### config.mk
export PLATFORM = sky130hd
export DESIGN_NAME = cmcu_exec_unit
export DESIGN_NICKNAME = d
export VERILOG_FILES = /design/src/cmcu_cond_eval.v /design/src/cmcu_exec_unit.v
export VERILOG_INCLUDE_DIRS = /design/src
export SDC_FILE = /design/constraint.sdc
export NUM_CORES = 1
export LEC_CHECK = 0
export BUFFER_PORTS_ARGS = -buffer_cell sky130_fd_sc_hd__buf_4
export CAP_MARGIN = 5
export CORE_ASPECT_RATIO = 0.7
export CORE_MARGIN = 3
export CORE_UTILIZATION = 45
export DETAILED_ROUTE_END_ITERATION = 6
export HOLD_SLACK_MARGIN = 0.1
export MAX_ROUTING_LAYER = met4
export PLACE_DENSITY = 0.82
export REMOVE_ABC_BUFFERS = 1
export SLEW_MARGIN = 5
export SYNTH_ARGS = -nofsm -noshare
export SYNTH_HDL_FRONTEND = slang
export SYNTH_HIERARCHICAL = 1
export SYNTH_SLANG_ARGS = --single-unit
### constraint.sdc
create_clock -name ref_clk -period 5.85 [get_ports ref_clk]
set_input_delay 0 -clock ref_clk [delete_from_list [all_inputs] [get_ports ref_clk]]
set_output_delay 0 -clock ref_clk [all_outputs]
set_load 0.1 [all_outputs]
### src/cmcu_defs.vh
`ifndef CMCU_DEFS_VH
`define CMCU_DEFS_VH
// opcode bytes
`define CMCU_OP_ESC 8'h0F
`define CMCU_OP_COND_MOVE_HI 4'h4
`define CMCU_OP_COMPARE_ACC8 8'h3C
`define CMCU_OP_COMPARE_ACCV 8'h3D
`define CMCU_OP_GRP1_B 8'h80
`define CMCU_OP_GRP1_V 8'h81
`define CMCU_OP_GRP1_SX 8'h83
`define CMCU_OP_COMPARE_RM_R8 8'h38
`define CMCU_OP_COMPARE_RM_RV 8'h39
`define CMCU_OP_COMPARE_R_RM8 8'h3A
`define CMCU_OP_COMPARE_R_RMV 8'h3B
`define CMCU_REG_COMPARE 3'h7
// condition nibble codes
`define CMCU_CC_O 4'h0
`define CMCU_CC_NO 4'h1
`define CMCU_CC_B 4'h2
`define CMCU_CC_AE 4'h3
`define CMCU_CC_E 4'h4
`define CMCU_CC_NE 4'h5
`define CMCU_CC_BE 4'h6
`define CMCU_CC_A 4'h7
`define CMCU_CC_S 4'h8
`define CMCU_CC_NS 4'h9
`define CMCU_CC_P 4'hA
`define CMCU_CC_NP 4'hB
`define CMCU_CC_L 4'hC
`define CMCU_CC_GE 4'hD
`define CMCU_CC_LE 4'hE
`define CMCU_CC_G 4'hF
// flag vector positions
`define CMCU_FL_CARRY 0
`define CMCU_FL_PARITY 1
`define CMCU_FL_AUX 2
`define CMCU_FL_ZERO 3
`define CMCU_FL_SIGN 4
`define CMCU_FL_OVF 5
`define CMCU_FL_RESET 6'h00
// fault codes
`define CMCU_FLT_NONE 3'h0
`define CMCU_FLT_GENPROT 3'h1
`define CMCU_FLT_SS 3'h2
`define CMCU_FLT_PAGE 3'h3
`define CMCU_FLT_ALIGN 3'h4
`define CMCU_FLT_UD 3'h5
// operating modes
`define CMCU_MODE_REAL 2'h0
`define CMCU_MODE_PROT 2'h1
`define CMCU_MODE_V86 2'h2
`define CMCU_CPL_USER 2'h3
`endif

### src/cmcu_cond_eval.v
`timescale 1ns/1ps
`include "cmcu_defs.vh"
// evaluates one condition nibble against the flag vector
module cmcu_cond_eval
(
   input wire [3:0] condCode, // low nibble of second opcode byte
   input wire [5:0] flags, // current status flags
   output reg condTrue // condition holds
);
   wire carry = flags[`CMCU_FL_CARRY]; // carry_flag
   wire parity = flags[`CMCU_FL_PARITY]; // parity_flag
   wire zero = flags[`CMCU_FL_ZERO]; // zero_flag
   wire sign = flags[`CMCU_FL_SIGN]; // sign_flag
   wire ovf = flags[`CMCU_FL_OVF]; // overflow_flag

   // one entry per opcode; alias names share an entry by construction
   always @*
   begin
      case (condCode)
         `CMCU_CC_O: condTrue = ovf;
         `CMCU_CC_NO: condTrue = ~ovf;
         `CMCU_CC_B: condTrue = carry;
         `CMCU_CC_AE: condTrue = ~carry;
         `CMCU_CC_E: condTrue = zero;
         `CMCU_CC_NE: condTrue = ~zero;
         `CMCU_CC_BE: condTrue = carry | zero;
         `CMCU_CC_A: condTrue = ~carry & ~zero;
         `CMCU_CC_S: condTrue = sign;
         `CMCU_CC_NS: condTrue = ~sign;
         `CMCU_CC_P: condTrue = parity;
         `CMCU_CC_NP: condTrue = ~parity;
         `CMCU_CC_L: condTrue = sign ^ ovf;
         `CMCU_CC_GE: condTrue = ~(sign ^ ovf);
         `CMCU_CC_LE: condTrue = zero | (sign ^ ovf);
         `CMCU_CC_G: condTrue = ~zero & ~(sign ^ ovf);
         default: condTrue = 1'b0;
      endcase
   end
endmodule

### src/cmcu_exec_unit.v
`timescale 1ns/1ps
`include "cmcu_defs.vh"
// Notes on behaviour
// - move on not-overflow when overflow clear
// - not-parity/parity-odd moves when parity clear
// - not-sign moves when sign clear
// - not-zero moves when zero clear
// - parity/parity-even moves when parity set
// - false condition keeps destination, flags untouched
// - only 16/32-bit, reg or memory source
// - no 8-bit conditional move
// - alias names share one opcode
// - segment limit overrun gives general protection
// - protected null data selector faults
// - stack limit overrun gives stack fault
// - paging error gives page fault outside real mode; ignored in real mode
// - protected alignment fault only at CPL 3
// - v86 alignment fault without privilege test
// - compare subtracts, flags like subtract, no write
// - immediates sign-extended to first operand width
// - compare sets all six arithmetic flags
// - compare decoded in three opcode groups
module cmcu_exec_unit
(
   input wire ref_clk, // core clock
   input wire resetn, // synchronous reset, active low
   input wire issueValid, // one-cycle pulse: instruction issued
   input wire [7:0] opByte0, // first opcode byte
   input wire [7:0] opByte1, // second byte (after escape)
   input wire [2:0] modrmReg, // reg field of the modrm byte
   input wire opSize32, // operand size: 1 = 32-bit, 0 = 16-bit
   input wire srcIsMem, // second operand comes from memory
   input wire [31:0] dstValue, // current value of destination / first operand
   input wire [31:0] srcValue, // register or memory source value
   input wire [31:0] immValue, // raw immediate, low-aligned
   input wire [1:0] cpuMode, // real, protected or v86
   input wire [1:0] curPriv, // current privilege level
   input wire alignCheckEn, // alignment checking enabled
   input wire memUnaligned, // memory access is unaligned
   input wire segLimitViol, // address beyond code/data/extra limit
   input wire stackLimitViol, // address beyond stack limit
   input wire nullDataSel, // data/extra selector is null
   input wire pageFaultIn, // paging reported a miss or violation
   input wire [15:0] pageFaultCode, // paging error code
   input wire [5:0] flagsIn, // status_flag_register arithmetic bits
   output reg doneValid_q, // one-cycle pulse: result ready
   output reg wbEnable_q, // write destination register
   output reg [31:0] wbData_q, // destination write data
   output reg flagsWrite_q, // status flags update
   output reg [5:0] flagsOut_q, // new flag values
   output reg [2:0] faultCode_q, // fault kind, none when zero
   output reg [15:0] faultErrCode_q // error code carried with fault
);
   // the whole unit is one pipeline stage: inputs are decoded, evaluated and
   // checked for faults in the issue cycle, and every outcome is registered.
   // the result therefore always appears exactly one clock after issue, so
   // the issuing logic never has to wait or hold anything past one edge.
   // back-to-back issue is allowed because no state is kept between ops,
   // apart from the last write data and the last computed flags.

   // decode
   // conditional_move: escape byte, then any second byte 40h..4Fh.
   // alias names are not decoded separately; they are the same byte.
   wire isCondMove = (opByte0 == `CMCU_OP_ESC) &&
                     (opByte1[7:4] == `CMCU_OP_COND_MOVE_HI);
   // compare_op, accumulator against an immediate
   wire isCompareAcc = (opByte0 == `CMCU_OP_COMPARE_ACC8) ||
                       (opByte0 == `CMCU_OP_COMPARE_ACCV);
   // immediate group: the modrm reg field picks the operation
   wire isGrp1 = (opByte0 == `CMCU_OP_GRP1_B) || (opByte0 == `CMCU_OP_GRP1_V) ||
                 (opByte0 == `CMCU_OP_GRP1_SX);
   // only reg field 7 is ours; the rest of the group lives elsewhere
   wire isCompareImm = isGrp1 && (modrmReg == `CMCU_REG_COMPARE);
   // register forms share the top six opcode bits
   wire isCompareReg = (opByte0[7:2] == 6'b001110); // 38h..3Bh
   wire isCompare = isCompareAcc || isCompareImm || isCompareReg;
   // byte forms: 3C, 80, 38, 3A
   wire compareByte = (opByte0 == `CMCU_OP_COMPARE_ACC8) ||
                      (opByte0 == `CMCU_OP_GRP1_B) ||
                      (opByte0 == `CMCU_OP_COMPARE_RM_R8) ||
                      (opByte0 == `CMCU_OP_COMPARE_R_RM8);
   // operand order: 3A/3B compare reg minus r/m, others r/m minus reg
   wire regFirst = (opByte0 == `CMCU_OP_COMPARE_R_RM8) ||
                   (opByte0 == `CMCU_OP_COMPARE_R_RMV);
   // forms that carry only one immediate byte
   wire useImm8 = (opByte0 == `CMCU_OP_COMPARE_ACC8) || (opByte0 == `CMCU_OP_GRP1_B) ||
                  (opByte0 == `CMCU_OP_GRP1_SX);

   // condition evaluation
   wire condTrue;
   cmcu_cond_eval condEval
   (
      .condCode(opByte1[3:0]),
      .flags(flagsIn),
      .condTrue(condTrue)
   );

   // sign-extend an immediate to 32 bits from byte or word
   function [31:0] sext;
      input [31:0] raw;
      input isByte;
      input isWord;
      begin
         if (isByte)
         begin
            sext = {{24{raw[7]}}, raw[7:0]};
         end
         else if (isWord)
         begin
            sext = {{16{raw[15]}}, raw[15:0]};
         end
         else
         begin
            sext = raw;
         end
      end
   endfunction

   // width mask for the operand size in use
   function [31:0] widthMask;
      input isByte;
      input is32;
      begin
         if (isByte)
         begin
            widthMask = 32'h0000_00FF;
         end
         else if (is32)
         begin
            widthMask = 32'hFFFF_FFFF;
         end
         else
         begin
            widthMask = 32'h0000_FFFF;
         end
      end
   endfunction

   // second operand: immediate extended to first operand width
   // the 83h form extends one byte to 16 or 32 bits, so the byte test
   // comes before the word test in the helper.
   wire [31:0] immExt = sext(immValue, useImm8, ~opSize32);
   // everything above the operand width is masked off, so stale upper bits
   // of a register never reach the flags.
   wire [31:0] opMask = widthMask(compareByte, opSize32);
   wire [31:0] opA = (regFirst ? srcValue : dstValue) & opMask;
   wire [31:0] opBraw = (isCompareAcc || isCompareImm) ? immExt :
                        (regFirst ? dstValue : srcValue);
   wire [31:0] opB = opBraw & opMask;

   // subtract; result never leaves the block
   // a 33-bit subtract gives the 32-bit borrow; the narrow widths take their
   // borrow from a plain compare below, which costs a little more logic
   // but avoids a separate subtracter per width.
   wire [32:0] diff = {1'b0, opA} - {1'b0, opB};
   wire [31:0] res = diff[31:0] & opMask;
   wire [4:0] nib = {1'b0, opA[3:0]} - {1'b0, opB[3:0]};

   // msb index by width
   reg signA;
   reg signB;
   reg signR;
   reg borrow;
   always @*
   begin
      signA = opA[31];
      signB = opB[31];
      signR = res[31];
      borrow = diff[32];
      if (compareByte)
      begin
         signA = opA[7];
         signB = opB[7];
         signR = res[7];
         borrow = (opA[7:0] < opB[7:0]);
      end
      else if (!opSize32)
      begin
         signA = opA[15];
         signB = opB[15];
         signR = res[15];
         borrow = (opA[15:0] < opB[15:0]);
      end
   end

   // flags as a subtract would leave them
   // parity looks at the low byte only, whatever the width;
   // aux carry is the borrow out of the low nibble.
   wire [5:0] subFlags;
   assign subFlags[`CMCU_FL_CARRY] = borrow;
   assign subFlags[`CMCU_FL_PARITY] = ~^res[7:0];
   assign subFlags[`CMCU_FL_AUX] = nib[4];
   assign subFlags[`CMCU_FL_ZERO] = (res == 32'h0000_0000);
   assign subFlags[`CMCU_FL_SIGN] = signR;
   assign subFlags[`CMCU_FL_OVF] = (signA ^ signB) & (signA ^ signR);

   // fault priority: limit, null selector, stack, page, alignment
   // faults are only possible with a memory operand; register-only forms
   // never fault here. the fault causes are levels from the memory stage
   // in this same clock domain, so they are read without synchronising.
   // only one fault is reported; the order picks the first that applies.
   reg [2:0] fault;
   always @*
   begin
      fault = `CMCU_FLT_NONE;
      if (srcIsMem)
      begin
         if (segLimitViol)
         begin
            fault = `CMCU_FLT_GENPROT;
         end
         else if (cpuMode == `CMCU_MODE_PROT && nullDataSel)
         begin
            // a null selector is legal outside protected mode
            fault = `CMCU_FLT_GENPROT;
         end
         else if (stackLimitViol)
         begin
            fault = `CMCU_FLT_SS;
         end
         else if (pageFaultIn && cpuMode != `CMCU_MODE_REAL)
         begin
            // paging is off in real mode, so a stray report is ignored
            fault = `CMCU_FLT_PAGE;
         end
         else if (alignCheckEn && memUnaligned && cpuMode == `CMCU_MODE_PROT &&
                  curPriv == `CMCU_CPL_USER)
         begin
            // supervisor code may touch unaligned data freely
            fault = `CMCU_FLT_ALIGN;
         end
         else if (alignCheckEn && memUnaligned && cpuMode == `CMCU_MODE_V86)
         begin
            // v86 code always runs at user level, so no privilege test
            fault = `CMCU_FLT_ALIGN;
         end
      end
   end

   // unsupported: nothing this block decodes, or a byte-width move
   // there is no byte move encoding at all, so the byte case needs no gate
   wire unsupported = !(isCondMove || isCompare);

   // result registers; a faulting op neither writes nor touches flags
   // the strobes fall back to zero every cycle, so each lasts one clock;
   // write data and flags hold their last value, which saves enables on
   // the wide registers but means they are only meaningful with a strobe.
   always @(posedge ref_clk)
   begin
      if (!resetn)
      begin
         doneValid_q <= 1'b0;
         wbEnable_q <= 1'b0;
         wbData_q <= 32'h0000_0000;
         flagsWrite_q <= 1'b0;
         flagsOut_q <= `CMCU_FL_RESET;
         faultCode_q <= `CMCU_FLT_NONE;
         faultErrCode_q <= 16'h0000;
      end
      else
      begin
         doneValid_q <= issueValid;
         wbEnable_q <= 1'b0;
         flagsWrite_q <= 1'b0;
         faultCode_q <= `CMCU_FLT_NONE;
         faultErrCode_q <= 16'h0000;
         if (issueValid)
         begin
            if (unsupported)
            begin
               // only 16/32-bit moves and the listed compares exist
               faultCode_q <= `CMCU_FLT_UD;
            end
            else if (fault != `CMCU_FLT_NONE)
            begin
               faultCode_q <= fault;
               // error code zero except page fault
               faultErrCode_q <= (fault == `CMCU_FLT_PAGE) ? pageFaultCode : 16'h0000;
            end
            else if (isCondMove)
            begin
               // false condition: no write, flags never changed
               wbEnable_q <= condTrue;
               wbData_q <= opSize32 ? srcValue : {16'h0000, srcValue[15:0]};
            end
            else
            begin
               // compare: flags only, no destination write
               flagsWrite_q <= 1'b1;
               flagsOut_q <= subFlags;
            end
         end
      end
   end
endmodule

# Word level (Yosys, flattened, before mapping)
# Cells that the tools add are included.
# totals
ff_bits,60
inputBits,152
out_inout_bits,60
wordCells,123
# classes
add_sub_neg,2
magnitude_cmp,2
n_eq_ne,31
mux,27
bitwise_logic,22
reduce_logical,31
# ops
op,n
$mux 32,8
$and 32x32->32,3
$eq 8x6->1 const B,5
$sub 32x32->33,1
$eq 4x4->1 const B,8
$logic_not 32->1,1
$mux 3,9
$eq 8x8->1 const B,3
$eq 4x3->1 const B,5
$lt 16x16->1,1
$pmux 1 s16,1
$reduce_and 4->1,3
$logic_or 1x1->1,11
$not 1->1,11
$mux 1,9
$eq 4x2->1 const B,2
$eq 8x4->1 const B,1
$logic_and 1x1->1,8
$lt 8x8->1,1
$reduce_xnor 8->1,1
$eq 6x4->1 const B,1
$reduce_and 5->1,1
$reduce_or 5->1,1
$sub 4x4->5,1
other kinds (13),19

# Longest topological paths before layout
# logic_depth
depth_word,13
ltp_mapped,19
mapped_depth_nobuf,17

# Modules after synthesis
# Netlist, hierarchy kept.
# modules_own_cells
mod,instances,cells_per_inst,area_per_inst_um2,seq_area_each_um2
cmcu_exec_unit,1,780,5527.8,1201.2
cmcu_cond_eval,1,20,160.2,0.0

# Least setup slack after synthesis
# OpenSTA, ideal clock, no wires.
# synth_path
kind,input -> register
from,input opByte0[5]
to,register flagsOut_q[5]
setup_ps,122
arrival_time_ps,3938
required_time_ps,5728
slack_ps,1790
stages,17
path_buffers,2
cell_sequence,or4b_4 > o41ai_2 > o21ai_2 > clkbuf_1 > clkbuf_1 > a32oi_1 > nand2_1 > ha_1 > a21oi_1 > o21ai_2 > a21oi_1 > o21ai_1 > o311a_1 > mux2i_1 > a311oi_1 > nor4_1 > o311a_1
# synth_via
elab_chain_cells,13
elab_cells_between_ends,43
classes_between,add/sub (1); eq/ne (10); mux (11); bitwise (7); reduce/logical (14)
# synth_rtl
item,line,text
from (decl),cmcu_exec_unit.v:28,"input wire [7:0] opByte0,"
$eq 8x8->1 (no line),-,
$logic_or 1x1->1 (2 in series),cmcu_exec_unit.v:70,wire isGrp1 = (opByte0 == `CMCU_OP_GRP1_B) || (opByte0 == `CMCU_OP_GRP1_V) ||
$logic_and 1x1->1,cmcu_exec_unit.v:73,wire isCompareImm = isGrp1 && (modrmReg == `CMCU_REG_COMPARE);
$logic_or 1x1->1,"cmcu_exec_unit.v:76, cmcu_exec_unit.v:147",
$mux 32,cmcu_exec_unit.v:147,wire [31:0] opBraw = (isCompareAcc || isCompareImm) ? immExt :
$and 32x32->32,cmcu_exec_unit.v:149,wire [31:0] opB = opBraw & opMask;
$sub 32x32->33,cmcu_exec_unit.v:155,"wire [32:0] diff = {1'b0, opA} - {1'b0, opB};"
$and 32x32->32,cmcu_exec_unit.v:156,wire [31:0] res = diff[31:0] & opMask;
$mux 1,cmcu_exec_unit.v:177,else if (!opSize32)
$mux 1,cmcu_exec_unit.v:170,if (compareByte)
$xor 1x1->1,cmcu_exec_unit.v:195,assign subFlags[`CMCU_FL_OVF] = (signA ^ signB) & (signA ^ signR);
$and 1x1->1,cmcu_exec_unit.v:195,
to (signal assigned),cmcu_exec_unit.v:256,flagsOut_q <= `CMCU_FL_RESET;
to (signal assigned),cmcu_exec_unit.v:290,flagsOut_q <= subFlags;
to (decl),cmcu_exec_unit.v:50,"output reg [5:0] flagsOut_q,"
# Parallel ways exist; a longest one is shown, timed or not.
# A chain may end at the register's enable or synchronous reset.

# Worst setup path in the final report
# layout_path
from,input opByte0[5]
to,register flagsOut_q[3]
# layout_via
elab_chain_cells,10
elab_cells_between_ends,35
classes_between,add/sub (1); eq/ne (10); mux (5); bitwise (4); reduce/logical (15)
# layout_rtl
item,line,text
$eq 8x8->1 (no line),-,
$logic_or 1x1->1 (2 in series),cmcu_exec_unit.v:70,
$logic_and 1x1->1,cmcu_exec_unit.v:73,
$logic_or 1x1->1,"cmcu_exec_unit.v:76, cmcu_exec_unit.v:147",
$mux 32,cmcu_exec_unit.v:147,
$and 32x32->32,cmcu_exec_unit.v:149,
$sub 32x32->33,cmcu_exec_unit.v:155,
$and 32x32->32,cmcu_exec_unit.v:156,
$logic_not 32->1,cmcu_exec_unit.v:193,assign subFlags[`CMCU_FL_ZERO] = (res == 32'h0000_0000);
# Parallel ways exist; a longest one is shown, timed or not.

==> impl_metrics.yaml <==
sta:
  fin_worst_skew_ns: 0
  setup_viol: 0
  setup_ws_ns: 1.29
  finalMaxSlewViolations: 0
  hold_slack_ns: 0.168
  fin_tns_setup_ns: 0
  rsz0062_at_grt: "no"
  max_freq_mhz: 219
  finalCritPeriodShare_pct: 78.0
  fin_crit_ns: 4.56
  final-hold-violation-count: 0
  worstMarginPinSlew_ns: 1.03
  slew-limit-headroom_pct: 31.5
detailed_routing:
  wl_um: 21900
  via_per_inst: 5.95
  drt_iter0_drc: 743
  ant_nets: 0
  wire_per_inst_um: 18.1
  drc_errors: 0
  first_pass_iters: 6
  num_vias: 7198
die:
  fp.dieH_um: 100
  dieArea_sq_um: 14000
  core_sq_um: 12000
  die_w_um: 140
  ios: 212
  row_count: 33
  start_util_pct: 47.3
critical_path:
  r2r_cells: 4
  critical_path.startpoint_type: "input port"
  r2r-end: "flagsOut_q[3]"
  crit_fanout: 27
  crit_path_end_kind: "register"
  ff2ff_setup_slack_ns: 4.95
  cp_slowest_cell: "or4b_4"
  path_delay_family: "compound AO/OA/AOI/OAI gates"
  cpPeakStageDelay_ns: 0.58
  arrival_ns: 4.83
  setup.worst_path.class: "in -> reg"
  crit_chain: "buf_4 -> or4b_4 -> o41ai_2 -> o21ai_2 -> buf_4 -> a221o_1 -> ha_1 -> a21o_1 -> a21o_1 -> a21oi_1 -> nor3b_2 -> a211oi_1 -> or4_1 -> a222oi_1 -> nand4b_1 -> a21oi_1"
  cp.depth: 16
  crit_required_ns: 6.12
  critPathBufInv: 2
  r2r_start: "flagsOut_q[3]"
synth:
  avgSynthCellArea_sq_um: 7.11
  post_synth_num_cell_types: 75
  synth_flop_cell: "dfxtp_1"
  synth_edf_count: 0
  syn_inst: 800
  seq_area_frac_synth_pct: 21.1
  ys_ff_latch: 60
  ys_async_sr_fraction_pct: 0
  netlist_area_sq_um: 5690
  ys_warn_count: 6
clocking:
  postCtsSetupBuffers: 0
  cts_tree: "yes"
  clock_path_buffers: 2
  cts_root_buffer: "clkbuf_16"
  path_clk_slew_ns: 0.06
  numCtsBuffers: 9
  htree_levels: 3
  insertion_delay_ns: 0.35
  clkSinkCount: 60
global_route:
  grt_max_degree: 33
  grt_pass1_vias: 6796
  grt_overflow: 0
  grt_use_total_pct: 31.1
  grt_pass1_wl_um: 34500
  antenna_found_initial: 0
pwr:
  ir_drop_uv: 145
  pwr-share-clk_pct: 35.4
  p_total_uw: 1500
  powerDensity_nw_per_um2: 182
  p_seq_share_pct: 27.4
  switching_share_pct: 35.3
  power.leakage_uw: 0.00376
  power.internal_uw: 971
  pwr-share-comb_pct: 37.3
  power_switching_uw: 529
run_status:
  status: "finished clean"
final_layout:
  areaGrowthSynthToFinish_pct: 45.0
  final_common_cell: "buf_4"
  nFillCells: 994
  nNetsFinal: 1237
  layout_common_cells: "220 x buf_4, 199 x nand2_1, 85 x a21oi_1, 60 x dfxtp_1, 60 x dlygate4sd3_1"
  antenna_cells: 0
  drive_above_1_share_pct: 24.1
min_path:
  hold_start: "opByte1[3]"
  holdPathStages: 4
  min_to: "wbEnable_q"
  hold_class: "in -> reg"
placement:
  preCtsSetupSlack_ns: 1.02
  routabilityCongestion: 1.00
  post-dp-hpwl_um: 15500
  io_buffers: 210
run:
  maxCapViolCount: 0
[tightest hold or removal path: cells and delay by family]
family / cells / cell delay [ns]
buffers and inverters: 1 / 0.12
AOI/OAI and AO/OA: 1 / 0.10
and+or+nand+nor: 2 / 0.24
[area by class of cell]
type                    instances  area (sq um)  area share, %
repair buffers                280          2250           27.3
multi-input cells             676          4240           51.3
clock inverters                 6          46.3          0.561
clock buffers                  10           239           2.90
inverters                      21          78.8          0.956
flip-flops and latches         60          1200           14.6
well taps                     157           196           2.38
[through the flow]
step	instances	instance area (sq um)	util, %
2_1_floorplan	757	5510	-
3_3_place_gp	1134	7360	61.3
3_5_place_dp	1134	7360	61.3
4_1_cts	1210	8250	68.7
5_1_grt	1210	8250	68.7
6_report	1210	8250	68.7
[cell usage after synthesis, drive strengths merged, types with 6 or more instances]
cell type / instances / area [sq um]
a211oi: 8 / 60.1
a21o: 7 / 52.6
a21oi: 86 / 434
a221o: 19 / 190
a22o: 16 / 140
a31oi: 10 / 75.1
a32oi: 7 / 61.3
and2: 22 / 138
buf: 18 / 86.3
clkbuf: 25 / 93.8
dfxtp: 60 / 1200
ha: 36 / 450
inv: 20 / 75.1
mux2i: 25 / 250
nand2: 200 / 753
nand2b: 11 / 68.8
nand3: 14 / 70.1
nand4: 13 / 81.3
nor2: 34 / 128
nor2b: 6 / 37.5
nor3: 10 / 60.1
nor4: 7 / 50.1
o211ai: 6 / 45.0
o21a: 11 / 82.6
o21ai: 35 / 183
or3: 6 / 37.5
xnor2: 8 / 70.1
xor2: 14 / 123
[metal layers]
| metal | up-vias | global-route usage (%) | share of wire (%) |
|---|---|---|---|
| met4 | 0 | 7.97 | 2.7 |
| met3 | 58 | 6.95 | 9.6 |
| met1 | 3305 | 41.9 | 45 |
| met2 | 408 | 47.6 | 43 |
| li1 | 3427 | - | - |
| met5 | - | - | 0 |
[state kept, by name (all words and copies together) (netlist names)]
signal and count:
doneValid_q 1, faultCode_q 3, faultErrCode_q 16, flagsOut_q 6, flagsWrite_q 1, wbData_q 32, wbEnable_q 1
[logic make-up (layout without fill, tap and decap cells)]
| family | after synthesis | after routing | synth area share, % |
|---|---|---|---|
| and+or+nand+nor | 347 | 347 | 28.6 |
| buffers and inverters | 64 | 317 | 4.55 |
| xor gates and xnor gates | 22 | 22 | 3.39 |
| DFF | 60 | 60 | 21.1 |
| adders and majority gates | 37 | 37 | 8.27 |
| muxes | 26 | 26 | 4.66 |
| AOI/OAI and AO/OA | 244 | 244 | 29.4 |
[power by group through the flow]
stage | registers [uW] | logic, uW | clock network (uW)
3_5_place_dp | 420 | 505 | 0
6_report | 410 | 559 | 530
4_1_cts | 410 | 540 | 527
2_1_floorplan | 430 | 317 | 0
5_1_grt | 410 | 612 | 554
3_3_place_gp | 419 | 497 | 0
[timing repair]
action | CTS | global route
hold buffers | 60 | 0
resized for setup | 0 | 0
setup endpoints to repair | 0 | 0
hold endpoints to repair | 57 | 0
[how the worst max path moves through the flow]
stage                     startpoint             to  slack, ns
after floorplan           opByte0[3]  flagsOut_q[3]       0.17
after global placement    opByte0[5]  flagsOut_q[3]       1.07
after detailed placement  opByte0[5]  flagsOut_q[3]       1.02
after CTS                 opByte0[5]  flagsOut_q[3]       1.37
after global routing      opByte0[3]  flagsOut_q[5]       0.95
final                     opByte0[5]  flagsOut_q[3]       1.29
No activity file was read; power rests on OpenSTA's default activity.
